$ cat src/shared/nvic_params.svh
// offsets, field positions, exception numbers and reset values of the interrupt controller
`ifndef NVIC_PARAMS_SVH
`define NVIC_PARAMS_SVH

`define NVIC_ADDR_W          12
`define NVIC_OFF_SETEN       12'h100
`define NVIC_OFF_CLREN       12'h180
`define NVIC_OFF_SETPEND     12'h200
`define NVIC_OFF_CLRPEND     12'h280
`define NVIC_OFF_PRIO_BASE   12'h400
`define NVIC_PRIO_REGS       8
`define NVIC_OFF_CTRL        12'hd04
`define NVIC_OFF_SYSPRIO2    12'hd1c
`define NVIC_OFF_SYSPRIO3    12'hd20

`define NVIC_EXC_COUNT       48
`define NVIC_EXC_NMI         6'h02
`define NVIC_EXC_FAULT       6'h03
`define NVIC_EXC_SVC         6'h0b
`define NVIC_EXC_DEFER       6'h0e
`define NVIC_EXC_TICK        6'h0f
`define NVIC_EXC_IRQ_BASE    6'h10

`define NVIC_RANK_NMI        3'h1
`define NVIC_RANK_FAULT      3'h2
`define NVIC_RANK_CFG_BASE   3'h3
`define NVIC_RANK_NONE       3'h7

`define NVIC_PRIO_MSB        7
`define NVIC_PRIO_LSB        6
`define NVIC_PRIO_RESET      2'h0

`define NVIC_LINE_BROWNOUT   0
`define NVIC_LINE_WATCHDOG   1
`define NVIC_LINE_EXT_A      2
`define NVIC_LINE_EXT_B      3
`define NVIC_LINE_PORT_LOW   4
`define NVIC_LINE_PORT_MID   5
`define NVIC_LINE_PORT_HIGH  16
`define NVIC_LINE_COMPARATOR 25
`define NVIC_LINE_PWR_WAKE   28

`define NVIC_WAKE_MASK       32'h1201_133f
`define NVIC_SYS_EN_MASK     16'hc80c
`define NVIC_VTOR_BASE       32'h0000_0000

`define NVIC_CTRL_DEFER_SET  28
`define NVIC_CTRL_DEFER_CLR  27
`define NVIC_CTRL_DEFER_PEND 26

`endif

$ cat src/shared/nvic_pkg.sv
// types carried between the interrupt controller and its neighbours, and the controller's own register state
`default_nettype none
package nvic_pkg;

	typedef struct packed {
		logic        psel;
		logic        penable;
		logic        pwrite;
		logic [11:0] paddr;
		logic [31:0] pwdata;
	} nvic_apb_req_s;

	typedef struct packed {
		logic [31:0] prdata;
		logic        pready;
		logic        pslverr;
	} nvic_apb_rsp_s;

	typedef struct packed {
		logic        brownout_irq;
		logic        watchdog_irq;
		logic        ext_pin_irq_a;
		logic        ext_pin_irq_b;
		logic        port_group_low_irq;
		logic        port_group_mid_irq;
		logic        port_group_high_irq;
		logic        comparator_irq;
		logic        power_wakeup_irq;
		logic [31:0] other_irq;
	} nvic_periph_s;

	typedef struct packed {
		logic nmi_req;
		logic fault_req;
		logic svc_req;
		logic system_tick_timer_req;
		logic exc_ack;
		logic exc_return;
	} nvic_core_in_s;

	typedef struct packed {
		logic        req_valid;
		logic [5:0]  req_num;
		logic [31:0] vector;
		logic        save_frame;
		logic        restore_frame;
		logic        wake_req;
		logic [5:0]  active_num;
	} nvic_core_out_s;

	typedef struct packed {
		logic [31:0]       enable;
		logic [47:0]       pend;
		logic [47:0]       active;
		logic [31:0][1:0]  irq_prio;
		logic [1:0]        svc_prio;
		logic [1:0]        defer_prio;
		logic [1:0]        tick_prio;
		nvic_apb_rsp_s     rsp;
		nvic_core_out_s    out;
	} nvic_state_s;

endpackage : nvic_pkg
`default_nettype wire

$ cat src/rtl/nvic_ctrl.sv
// nested vectored interrupt controller with apb register port
//
// Added by the designer: the address map and the APB slave port.
`include "nvic_params.svh"
`default_nettype none

module nvic_ctrl (
	input  wire logic                    clk,
	input  wire logic                    rst_n,
	input  wire nvic_pkg::nvic_apb_req_s apb_req,
	output var  nvic_pkg::nvic_apb_rsp_s apb_rsp,
	input  wire nvic_pkg::nvic_periph_s  periph,
	input  wire nvic_pkg::nvic_core_in_s core_in,
	output var  nvic_pkg::nvic_core_out_s core_out
);

	nvic_pkg::nvic_state_s st;
	nvic_pkg::nvic_state_s next_st;

	logic [31:0] irq_in;
	logic [47:0] en_all;
	logic [2:0]  cur_rank;
	logic [5:0]  top_num;
	logic [2:0]  best_rank;
	logic [5:0]  best_num;
	logic        take;
	logic        setup;
	logic        wr;
	logic        wr_seten;
	logic        wr_clren;
	logic        wr_setpend;
	logic        wr_clrpend;
	logic        acked;
	logic [31:0] rdata;
	logic        rd_err;

	// urgency of an exception number, smaller is more urgent
	function automatic logic [2:0] rank_of(input logic [5:0] n, input nvic_pkg::nvic_state_s s);
		logic [4:0] idx;
		logic [2:0] r;
		idx = 5'(n - `NVIC_EXC_IRQ_BASE);
		r = `NVIC_RANK_NONE;
		if (n == `NVIC_EXC_NMI) begin
			r = `NVIC_RANK_NMI;
		end else if (n == `NVIC_EXC_FAULT) begin
			r = `NVIC_RANK_FAULT;
		end else if (n == `NVIC_EXC_SVC) begin
			r = `NVIC_RANK_CFG_BASE + {1'b0, s.svc_prio};
		end else if (n == `NVIC_EXC_DEFER) begin
			r = `NVIC_RANK_CFG_BASE + {1'b0, s.defer_prio};
		end else if (n == `NVIC_EXC_TICK) begin
			r = `NVIC_RANK_CFG_BASE + {1'b0, s.tick_prio};
		end else if (n >= `NVIC_EXC_IRQ_BASE) begin
			r = `NVIC_RANK_CFG_BASE + {1'b0, s.irq_prio[idx]};
		end
		return r;
	endfunction : rank_of

	always_comb begin
		next_st = st;
		irq_in = periph.other_irq;
		irq_in[`NVIC_LINE_BROWNOUT] = periph.brownout_irq;
		irq_in[`NVIC_LINE_WATCHDOG] = periph.watchdog_irq;
		irq_in[`NVIC_LINE_EXT_A] = periph.ext_pin_irq_a;
		irq_in[`NVIC_LINE_EXT_B] = periph.ext_pin_irq_b;
		irq_in[`NVIC_LINE_PORT_LOW] = periph.port_group_low_irq;
		irq_in[`NVIC_LINE_PORT_MID] = periph.port_group_mid_irq;
		irq_in[`NVIC_LINE_PORT_HIGH] = periph.port_group_high_irq;
		irq_in[`NVIC_LINE_COMPARATOR] = periph.comparator_irq;
		irq_in[`NVIC_LINE_PWR_WAKE] = periph.power_wakeup_irq;
		en_all = {st.enable, `NVIC_SYS_EN_MASK};

		// running priority: most urgent active handler
		cur_rank = `NVIC_RANK_NONE;
		top_num = 6'h00;
		for (int i = 0; i < `NVIC_EXC_COUNT; i++) begin
			if (st.active[i] && rank_of(6'(i), st) < cur_rank) begin
				cur_rank = rank_of(6'(i), st);
				top_num = 6'(i);
			end
		end

		// strict less-than over ascending numbers keeps the lowest on ties
		best_rank = `NVIC_RANK_NONE;
		best_num = 6'h00;
		for (int i = 0; i < `NVIC_EXC_COUNT; i++) begin
			if (st.pend[i] && !st.active[i] && en_all[i] && rank_of(6'(i), st) < best_rank) begin
				best_rank = rank_of(6'(i), st);
				best_num = 6'(i);
			end
		end
		take = best_rank < cur_rank;

		// apb decode, answer ready in first access cycle
		setup = apb_req.psel && !apb_req.penable;
		wr = apb_req.psel && apb_req.penable && apb_req.pwrite && st.rsp.pready;
		wr_seten = wr && apb_req.paddr == `NVIC_OFF_SETEN;
		wr_clren = wr && apb_req.paddr == `NVIC_OFF_CLREN;
		wr_setpend = wr && apb_req.paddr == `NVIC_OFF_SETPEND;
		wr_clrpend = wr && apb_req.paddr == `NVIC_OFF_CLRPEND;

		rdata = 32'h0000_0000;
		rd_err = 1'b0;
		if (apb_req.paddr == `NVIC_OFF_SETEN || apb_req.paddr == `NVIC_OFF_CLREN) begin
			rdata = st.enable;
		end else if (apb_req.paddr == `NVIC_OFF_SETPEND || apb_req.paddr == `NVIC_OFF_CLRPEND) begin
			rdata = st.pend[47:16];
		end else if (apb_req.paddr[11:5] == 7'(`NVIC_OFF_PRIO_BASE >> 5) && apb_req.paddr[1:0] == 2'h0) begin
			for (int j = 0; j < 4; j++) begin
				rdata[8*j+`NVIC_PRIO_LSB +: 2] = st.irq_prio[{apb_req.paddr[4:2], 2'(j)}];
			end
		end else if (apb_req.paddr == `NVIC_OFF_SYSPRIO2) begin
			rdata[24+`NVIC_PRIO_LSB +: 2] = st.svc_prio;
		end else if (apb_req.paddr == `NVIC_OFF_SYSPRIO3) begin
			rdata[16+`NVIC_PRIO_LSB +: 2] = st.defer_prio;
			rdata[24+`NVIC_PRIO_LSB +: 2] = st.tick_prio;
		end else if (apb_req.paddr == `NVIC_OFF_CTRL) begin
			rdata[`NVIC_CTRL_DEFER_PEND] = st.pend[`NVIC_EXC_DEFER];
			rdata[17:12] = best_num;
			rdata[5:0] = st.out.active_num;
		end else begin
			rd_err = 1'b1;
		end
		next_st.rsp.pready = setup;
		if (setup) begin
			next_st.rsp.prdata = apb_req.pwrite ? 32'h0000_0000 : rdata;
			next_st.rsp.pslverr = rd_err;
		end

		// register writes
		if (wr_seten) begin
			next_st.enable = st.enable | apb_req.pwdata;
		end
		if (wr_clren) begin
			next_st.enable = st.enable & ~apb_req.pwdata;
		end
		if (wr && apb_req.paddr[11:5] == 7'(`NVIC_OFF_PRIO_BASE >> 5) && apb_req.paddr[1:0] == 2'h0) begin
			for (int j = 0; j < 4; j++) begin
				next_st.irq_prio[{apb_req.paddr[4:2], 2'(j)}] = apb_req.pwdata[8*j+`NVIC_PRIO_LSB +: 2];
			end
		end
		if (wr && apb_req.paddr == `NVIC_OFF_SYSPRIO2) begin
			next_st.svc_prio = apb_req.pwdata[24+`NVIC_PRIO_LSB +: 2];
		end
		if (wr && apb_req.paddr == `NVIC_OFF_SYSPRIO3) begin
			next_st.defer_prio = apb_req.pwdata[16+`NVIC_PRIO_LSB +: 2];
			next_st.tick_prio = apb_req.pwdata[24+`NVIC_PRIO_LSB +: 2];
		end

		// clears first, sets after, so a set in the same cycle wins
		acked = core_in.exc_ack && st.out.req_valid;
		if (wr_clrpend) begin
			next_st.pend[47:16] = st.pend[47:16] & ~apb_req.pwdata;
		end
		if (wr && apb_req.paddr == `NVIC_OFF_CTRL && apb_req.pwdata[`NVIC_CTRL_DEFER_CLR]) begin
			next_st.pend[`NVIC_EXC_DEFER] = 1'b0;
		end
		if (acked) begin
			next_st.active[st.out.req_num] = 1'b1;
			next_st.pend[st.out.req_num] = 1'b0;
		end
		if (core_in.exc_return && |st.active) begin
			next_st.active[top_num] = 1'b0;
		end
		if (wr_setpend) begin
			next_st.pend[47:16] = next_st.pend[47:16] | apb_req.pwdata;
		end
		if (wr && apb_req.paddr == `NVIC_OFF_CTRL && apb_req.pwdata[`NVIC_CTRL_DEFER_SET]) begin
			next_st.pend[`NVIC_EXC_DEFER] = 1'b1;
		end
		next_st.pend[47:16] = next_st.pend[47:16] | irq_in;
		next_st.pend[`NVIC_EXC_NMI] = next_st.pend[`NVIC_EXC_NMI] | core_in.nmi_req;
		next_st.pend[`NVIC_EXC_FAULT] = next_st.pend[`NVIC_EXC_FAULT] | core_in.fault_req;
		next_st.pend[`NVIC_EXC_SVC] = next_st.pend[`NVIC_EXC_SVC] | core_in.svc_req;
		next_st.pend[`NVIC_EXC_TICK] = next_st.pend[`NVIC_EXC_TICK] | core_in.system_tick_timer_req;

		// core side, number and vector follow the best candidate every cycle, also after it is taken
		next_st.out.req_valid = take && !acked;
		next_st.out.req_num = best_num;
		next_st.out.vector = `NVIC_VTOR_BASE + {24'h00_0000, best_num, 2'h0};
		next_st.out.save_frame = acked;
		next_st.out.restore_frame = core_in.exc_return && |st.active;
		next_st.out.wake_req = |(st.pend[47:16] & `NVIC_WAKE_MASK);
		next_st.out.active_num = top_num;
	end

	always_ff @(posedge clk or negedge rst_n) begin
		if (!rst_n) begin
			st <= '0;
		end else begin
			st <= next_st;
		end
	end

	assign apb_rsp = st.rsp;
	assign core_out = st.out;
endmodule : nvic_ctrl
`default_nettype wire

$ cat config.mk
export PLATFORM = sky130hd
export DESIGN_NAME = nvic_ctrl
export DESIGN_NICKNAME = d
export VERILOG_FILES = /design/src/shared/nvic_pkg.sv /design/src/rtl/nvic_ctrl.sv
export VERILOG_INCLUDE_DIRS = /design/src /design/src/shared
export SDC_FILE = /design/constraint.sdc
export NUM_CORES = 1
export LEC_CHECK = 0
export ABC_AREA = 1
export BUFFER_PORTS_ARGS = -buffer_cell sky130_fd_sc_hd__buf_2
export CORE_AREA = 2 2 212 214
export CTS_BUF_LIST = sky130_fd_sc_hd__clkbuf_4
export DETAILED_ROUTE_END_ITERATION = 16
export DIE_AREA = 0 0 214 216
export PLACE_DENSITY = 0.69
export SETUP_SLACK_MARGIN = 0.15
export SLEW_MARGIN = 20
export SYNTH_ARGS = -nofsm -noshare
export SYNTH_HDL_FRONTEND = slang
export SYNTH_SLANG_ARGS = --single-unit
$ cat constraint.sdc
create_clock -name clk -period 96.2 [get_ports clk]
set_input_delay 9.62 -clock clk [delete_from_list [all_inputs] [get_ports clk]]
set_output_delay 9.62 -clock clk [all_outputs]
set_load 0.05 [all_outputs]
## After elaboration in Yosys (flattened, before gate mapping)

Index checks and enable logic that the tools add are counted.

| storage, ports and cells | value |
|---|---|
| register bits after elaboration | 248 |
| output and inout port bits | 82 |

| cells by class | value |
|---|---|
| equal/unequal tests | 8 |
| $add $sub $neg | 35 |
| magnitude comparators | 94 |
| reductions and logical operators | 220 |
| muxes and demuxes | 236 |
| bitwise operators | 15 |

Operator list:

| cell | count |
|---|---|
| two-way mux 6 bit | 87 |
| bitwise mux 64 bit | 4 |
| two-way mux 3 bit | 85 |
| < comparator 3 bit | 71 |
| two-way mux 32 bit | 6 |
| logical AND 1 bit | 175 |
| adder 2 x 2 -> 3 bit (first input constant) | 35 |
| bitwise AND 48 bit | 2 |
| two-way mux 96 bit | 1 |
| NOT 48 bit | 2 |
| bitwise OR 32 bit | 3 |
| bitwise AND 32 bit | 2 |
| two-way mux 2 bit | 24 |
| two-way mux 48 bit | 1 |
| bitwise OR 48 bit | 1 |
| OR reduction 48 bit | 1 |
| zero test 1 bit | 39 |
| equality test 12 bit (second input constant) | 3 |
| NOT 32 bit | 1 |
| < comparator 3 bit (first input constant) | 9 |
| binary-select mux 2 bit (select 3 bit) | 4 |
| demux 2 bit (select 3 bit) | 4 |
| equality test 12 x 10 -> 1 bit (second input constant) | 2 |
| equality test 12 x 9 -> 1 bit (second input constant) | 2 |
| other kinds (15) | 44 |

## Logic depth before layout (Yosys ltp)

Gate-level depths: netlist of run 1.

| depth | value |
|---|---|
| word-level depth | 143 |
| depth in mapped cells | 237 |
| depth with buffers taken out | 236 |

## Least setup slack after synthesis of run 1

Ideal clock, no wire load.

| timing path | value |
|---|---|
| path kind | flip-flop to flip-flop |
| from | register st[86] (netlist bit) |
| to | register st, in the netlist core_out[47] |
| arrival | 31909 ps |
| slack | 64213 ps |
| period minus slack after synthesis | 31987 ps |
| library setup time | 77 ps |
| stages on the path, launching flop included | 164 |
| buffers on the path | 2 |
| cells stage by stage | dfrtp_1 inv_1 ha_1 inv_1 ha_1 a21oi_1 nand3_1 o21ai_0 ha_1 a211oi_1 nand2_2 o21ai_0 ha_1 a211oi_1 nand2_1 o21ai_0 ha_1 a211oi_1 [128 not listed] ha_1 a211oi_1 nand2_2 o21ai_0 ha_1 a211oi_1 nand2_2 o21ai_0 ha_1 a211oi_1 nand2_2 buf_6 nand2_1 o21ai_0 ha_1 a21oi_1 nand2_1 a21oi_1 |

RTL lines:

| element | RTL line | text |
|---|---|---|
| start, declared | nvic_ctrl.sv:17 | `nvic_pkg::nvic_state_s st;` |
| start signal, assigned | nvic_ctrl.sv:191 | `st <= next_st;` |

==> flow_summary.toml, run 1 <==
[run_status]
status = "completed"

[synthesis]
synthesis.area_um2 = 19920
synth_fa_ha_area_share_pct = 6.973
synthCells = 3031
synth_simple_gate_area_share_pct = 31.01
synth.area.mux_share_pct = 0
synth_top_family_by_area = "simple AND/OR/NAND/NOR gates"
postSynth.asyncResetShare_pct = 100.0
ys_ff_latch = 237
yosysWarnings = 0
synth_top_cell_area_share_pct = 29.78
synth_top_flop_cell = "dfrtp_1"
synth_compound_area_share_pct = 17.72
synthXorXnorAreaFrac_pct = 0
synth-edff-count = 0
avgSynthCellArea_um2 = 6.571
ys_seq_area_share_pct = 29.78
synth_cell_type_count = 49
yosys.area.top_type = "dfrtp_1"
synth_area_leaders = "dfrtp_1 (30%), nand2_1 (15%), inv_1 (9.3%), o21ai_0 (7.1%), ha_1 (7.0%)"

[placement]
place_congestion = 0.9868
numPortBuffers = 142
hpwl_um = 57360
dpl_worst_slack_ns = 58.88

[worst_setup_path]
arrival_ns = 38.46
path_common_cell = "ha_1"
end_kind = "flop"
path_max_fanout = 18
slowest_stage = "dfrtp_1"
slowest_delay_ns = 0.44
path_delay_family = "compound AO/OA/AOI/OAI gates"
path_class = "reg -> reg"
cp_num_buf_inv = 13
start_kind = "flop"
required_ns = 96.86

[layout]
syn2layout_area_growth_pct = 8.563
drive_gt1_share_pct = 12.53
layout_common_cells = "nand2_1 (809), inv_1 (494), o21ai_0 (284)"
final_nets = 3350
final_common_cell = "nand2_1"

[clocking]
clk_pin_slew_ns = 0.07
htree_levels = 3
cts_tree = "yes"
cts_made_buffers = 67
insertion_delay_ns = 0.80
postCtsSetupBuffers = 0
cts_root_buf = "clkbuf_4"
cts_hold_buf = 0
cts.sinks = 237
clockBufferDepth = 3
cts_resized = 0

[die]
fp.dieH_um = 216
rows = 77
die_x_um = 214
die-area_um2 = 46220
coreArea_um2 = 43840
floorplan.initialDensity_pct = 45.43
io_pins = 178

[sta]
finalCriticalPeriod_ns = 37.79
worst_pin_slew_ns = 1.112
slew_headroom_pct = 25.79
setup_tns_ns = 0
max_freq_mhz = 26.46
setup_violations = 0
finalWorstSetupSlack_ns = 58.41
fin_crit_sh_pct = 39.29
rsz0062_at_grt = "no"
fin_skew_ns = 0.04648
whs_ns = 0.4800
hold_violations = 0
final_max_slew_viol_count = 0

[global_routing]
first_global_vias = 19840
antenna_found_initial = 2
grt_max_degree = 90
grt_pass1_wl_um = 112500
track_usage_pct = 31.52
grt_overflow_total = 0

[routing]
drt-total-wl_um = 73830
first_pass_iters = 8
vias_per_cell = 5.604
avgRoutedWirePerCell_um = 19.50
drc = 0
ant_nets = 0
drt_iter0_markers = 2551
vias = 21220

[flow_run]
maxCapViolations = 0

[worst_hold_path]
hold_class = "reg -> reg"
-- cells by family after synthesis --
kind of cell / count (synthesis)
AO/OA/AOI/OAI: 580
adder cells (fa/ha/maj): 111
buffers and inverters: 679
flip-flops: 237
other: 1
AND/OR/NAND/NOR: 1423
-- through the flow --
step,utilization [%],instance area [um^2],cells
final,49.33,21620,3786
after global routing,49.33,21620,3786
after CTS,49.25,21590,3783
after detailed placement,47.28,20730,3665
after global placement,47.28,20730,3665
after floorplan,-,20010,3056
-- synth_stat cells, types with 2 or more instances --
master / number
inv_1: 494
o22a_1: 6
nor3_1: 56
nand3_2: 2
ha_1: 111
nor4_1: 17
a21oi_1: 90
inv_2: 41
nand2_1: 809
o22a_2: 2
o21bai_1: 15
dfrtp_1: 237
clkinv_1: 7
buf_4: 84
and2_1: 3
nor2_2: 2
a32o_1: 20
clkbuf_1: 46
nand4_1: 17
a221oi_1: 6
o211ai_1: 38
nand2_2: 66
and2_2: 5
a31oi_1: 5
nor2_1: 176
nand3_1: 246
a22oi_1: 6
nand2_4: 20
a21boi_0: 32
a2111oi_0: 2
buf_2: 3
o21ai_1: 9
a211oi_1: 32
o221ai_1: 23
o2111ai_1: 4
or2_1: 2
buf_6: 2
o21ai_0: 284
-- layout make-up --
type,count,area [um^2]
fillers,4526,22210
multi-input cells,2140,11210
flip-flops and latches,237,5931
inverters,542,2034
repair buffers,155,838.3
well taps,592,740.7
clock buffers,94,705.7
clock inverters,24,156.4
diodes,2,5.005
-- path summary, 6_finish.rpt --
check	end	cells after the start	startpoint	slack [ns]
worst max-delay path	st[182]	161	st[154]	58.41
worst min-delay path	st[161]	1	st[161]	0.48
worst max register to register	st[182]	161	st[154]	58.41
worst min register to register	st[161]	1	st[161]	0.48
max in group asynchronous	st[130]	2	rst_n	85.90
min in group asynchronous	async pin	1	rst_n	8.82
-- layer usage --
layer	part of all wire, %	wire length [um]	up-vias	GRT usage, %
li1	-	-	10030	-
met1	41	30270	9924	41.67
met2	45	33000	1073	50.57
met3	9.5	7036	193	5.567
met4	4.8	3526	0	13.87
met5	0	0	-	0
-- worst register-to-register path, delay by kind of cell (launching register included) --
family          cells  cell delay, ns
compound gates     68           17.72
fa+ha+maj          35           10.55
flops               1            0.44
simple gates       45            7.55
buf+inv            13            1.43
Power of run 1 is not shown: default switching activity piles up to over one toggle a cycle in this logic, so the estimate is an artifact.
==> run 2: changes to the inputs <==
Clock period 96.2 ns to 39.4 ns, I/O delays scaled along.
==> flow_summary.toml, run 2 (synthesis gave the netlist of run 1 again) <==
[routing]
first_pass_iters = 6
avgRoutedWirePerCell_um = 19.53
drt_iter0_markers = 2278
vias = 21150
drc = 0
ant_nets = 0
vias_per_cell = 5.593
drt-total-wl_um = 73880

[flow_run]
maxCapViolations = 0

[placement]
hpwl_um = 57460
numPortBuffers = 142
placed_cells = 3665
place_congestion = 0.9751

[worst_hold_path]
hold_start = "st[162]"
hold_class = "reg -> reg"

[global_routing]
track_usage_pct = 31.36
grt_max_degree = 103
grt_pass1_wl_um = 111800
grt_overflow_total = 0
antenna_found_initial = 4
first_global_vias = 19910

[worst_setup_path]
slowest_delay_ns = 0.61
path_common_cell = "ha_1"
start_kind = "flop"
end_kind = "flop"
slowest_stage = "nor2_1"
arrival_ns = 36.61
path_max_fanout = 13
r2r-start = "st[154]"
required_ns = 40.01
path_class = "reg -> reg"
startpoint = "st[154]"

[layout]
layout_common_cells = "nand2_1 (809), inv_1 (494), o21ai_0 (263)"
drive_gt1_share_pct = 12.65
syn2layout_area_growth_pct = 8.487
fin_cells = 3782
fillerInstances = 4580
final_common_cell = "nand2_1"
final_nets = 3352

[clocking]
cts_tree = "yes"
cts.sinks = 237
cts_root_buf = "clkbuf_4"
insertion_delay_ns = 0.81
cts_made_buffers = 66
htree_levels = 3
clockBufferDepth = 3
clk_pin_slew_ns = 0.06

[sta]
finalCriticalPeriod_ns = 36.00
slew_headroom_pct = 22.86
fin_crit_sh_pct = 91.37
setup_tns_ns = 0
hold_violations = 0
worst_pin_slew_ns = 1.151
rsz0062_at_grt = "no"
fin_skew_ns = 0.06809
final_max_slew_viol_count = 0
max_freq_mhz = 27.78
setup_violations = 0

[die]
fp.dieH_um = 216
coreArea_um2 = 43840
rows = 77
floorplan.initialDensity_pct = 45.43
die-area_um2 = 46220
die_x_um = 214
io_pins = 178

[run_status]
status = "completed"
[run 2: cell count changes in the layout (fill, tap and decap cells not counted), sizes merged]
cell and change:
diode +3, clkinv -5, clkbuf -4, clkinvlp -1
buf +3
[run 2: stage by stage]
stage / hold slack (ns) / setup WS [ns] / instance area [um^2] / utilization (%)
2_1_floorplan: 0.4436 / 7.413 / 20010 / -
3_3_place_gp: 0.4596 / 3.240 / 20730 / 47.28
3_5_place_dp: 0.4617 / 1.967 / 20730 / 47.28
4_1_cts: 0.4816 / 1.813 / 21550 / 49.16
5_1_grt: 0.5022 / 0.1588 / 21600 / 49.28
6_report: 0.4816 / 3.401 / 21610 / 49.29
[run 2: area by class of cell]
cell class,count,area (um^2),area share (%)
repair buffers,158,840.8,3.891
diodes,5,12.51,0.05791
inverters,542,2034,9.416
multi-input cells,2140,11230,51.95
clock inverters,18,146.4,0.6775
well taps,592,740.7,3.428
clock buffers,90,675.6,3.127
flip-flops and latches,237,5931,27.45
[run 2: worst max-delay path: cells and delay by family (launching register included)]
kind / cells / cell delay (ns)
buf+inv: 13 / 1.25
fa+ha+maj: 35 / 10.40
flops: 1 / 0.42
simple gates: 53 / 8.54
compound gates: 67 / 15.17
[run 2: metal layers]
metal / part of all wire [%] / GRT usage, %
met2: 44 / 49.79
met1: 41 / 39.70
met5: 0 / 0
met4: 5.4 / 16.11
met3: 9.8 / 7.583
[run 2: final timing paths]
check                            end  slack [ns]  depth (start not counted)
setup / recovery             st[154]        3.40                        168
hold / removal               st[162]        0.48                          1
setup reg to reg             st[154]        3.40                        168
hold reg to reg              st[162]        0.48                          1
max in group asynchronous  async pin       34.78                          2
min in group asynchronous  async pin        3.12                          1
[run 2: repair_timing]
| action | CTS | global route |
|---|---|---|
| endpoints found under the setup margin | 0 | 45 |
| hold buffers | 0 | 0 |
| resized for setup | 0 | 25 |
| setup buffers | 0 | 4 |
Power of run 2 is left out for the same reason.
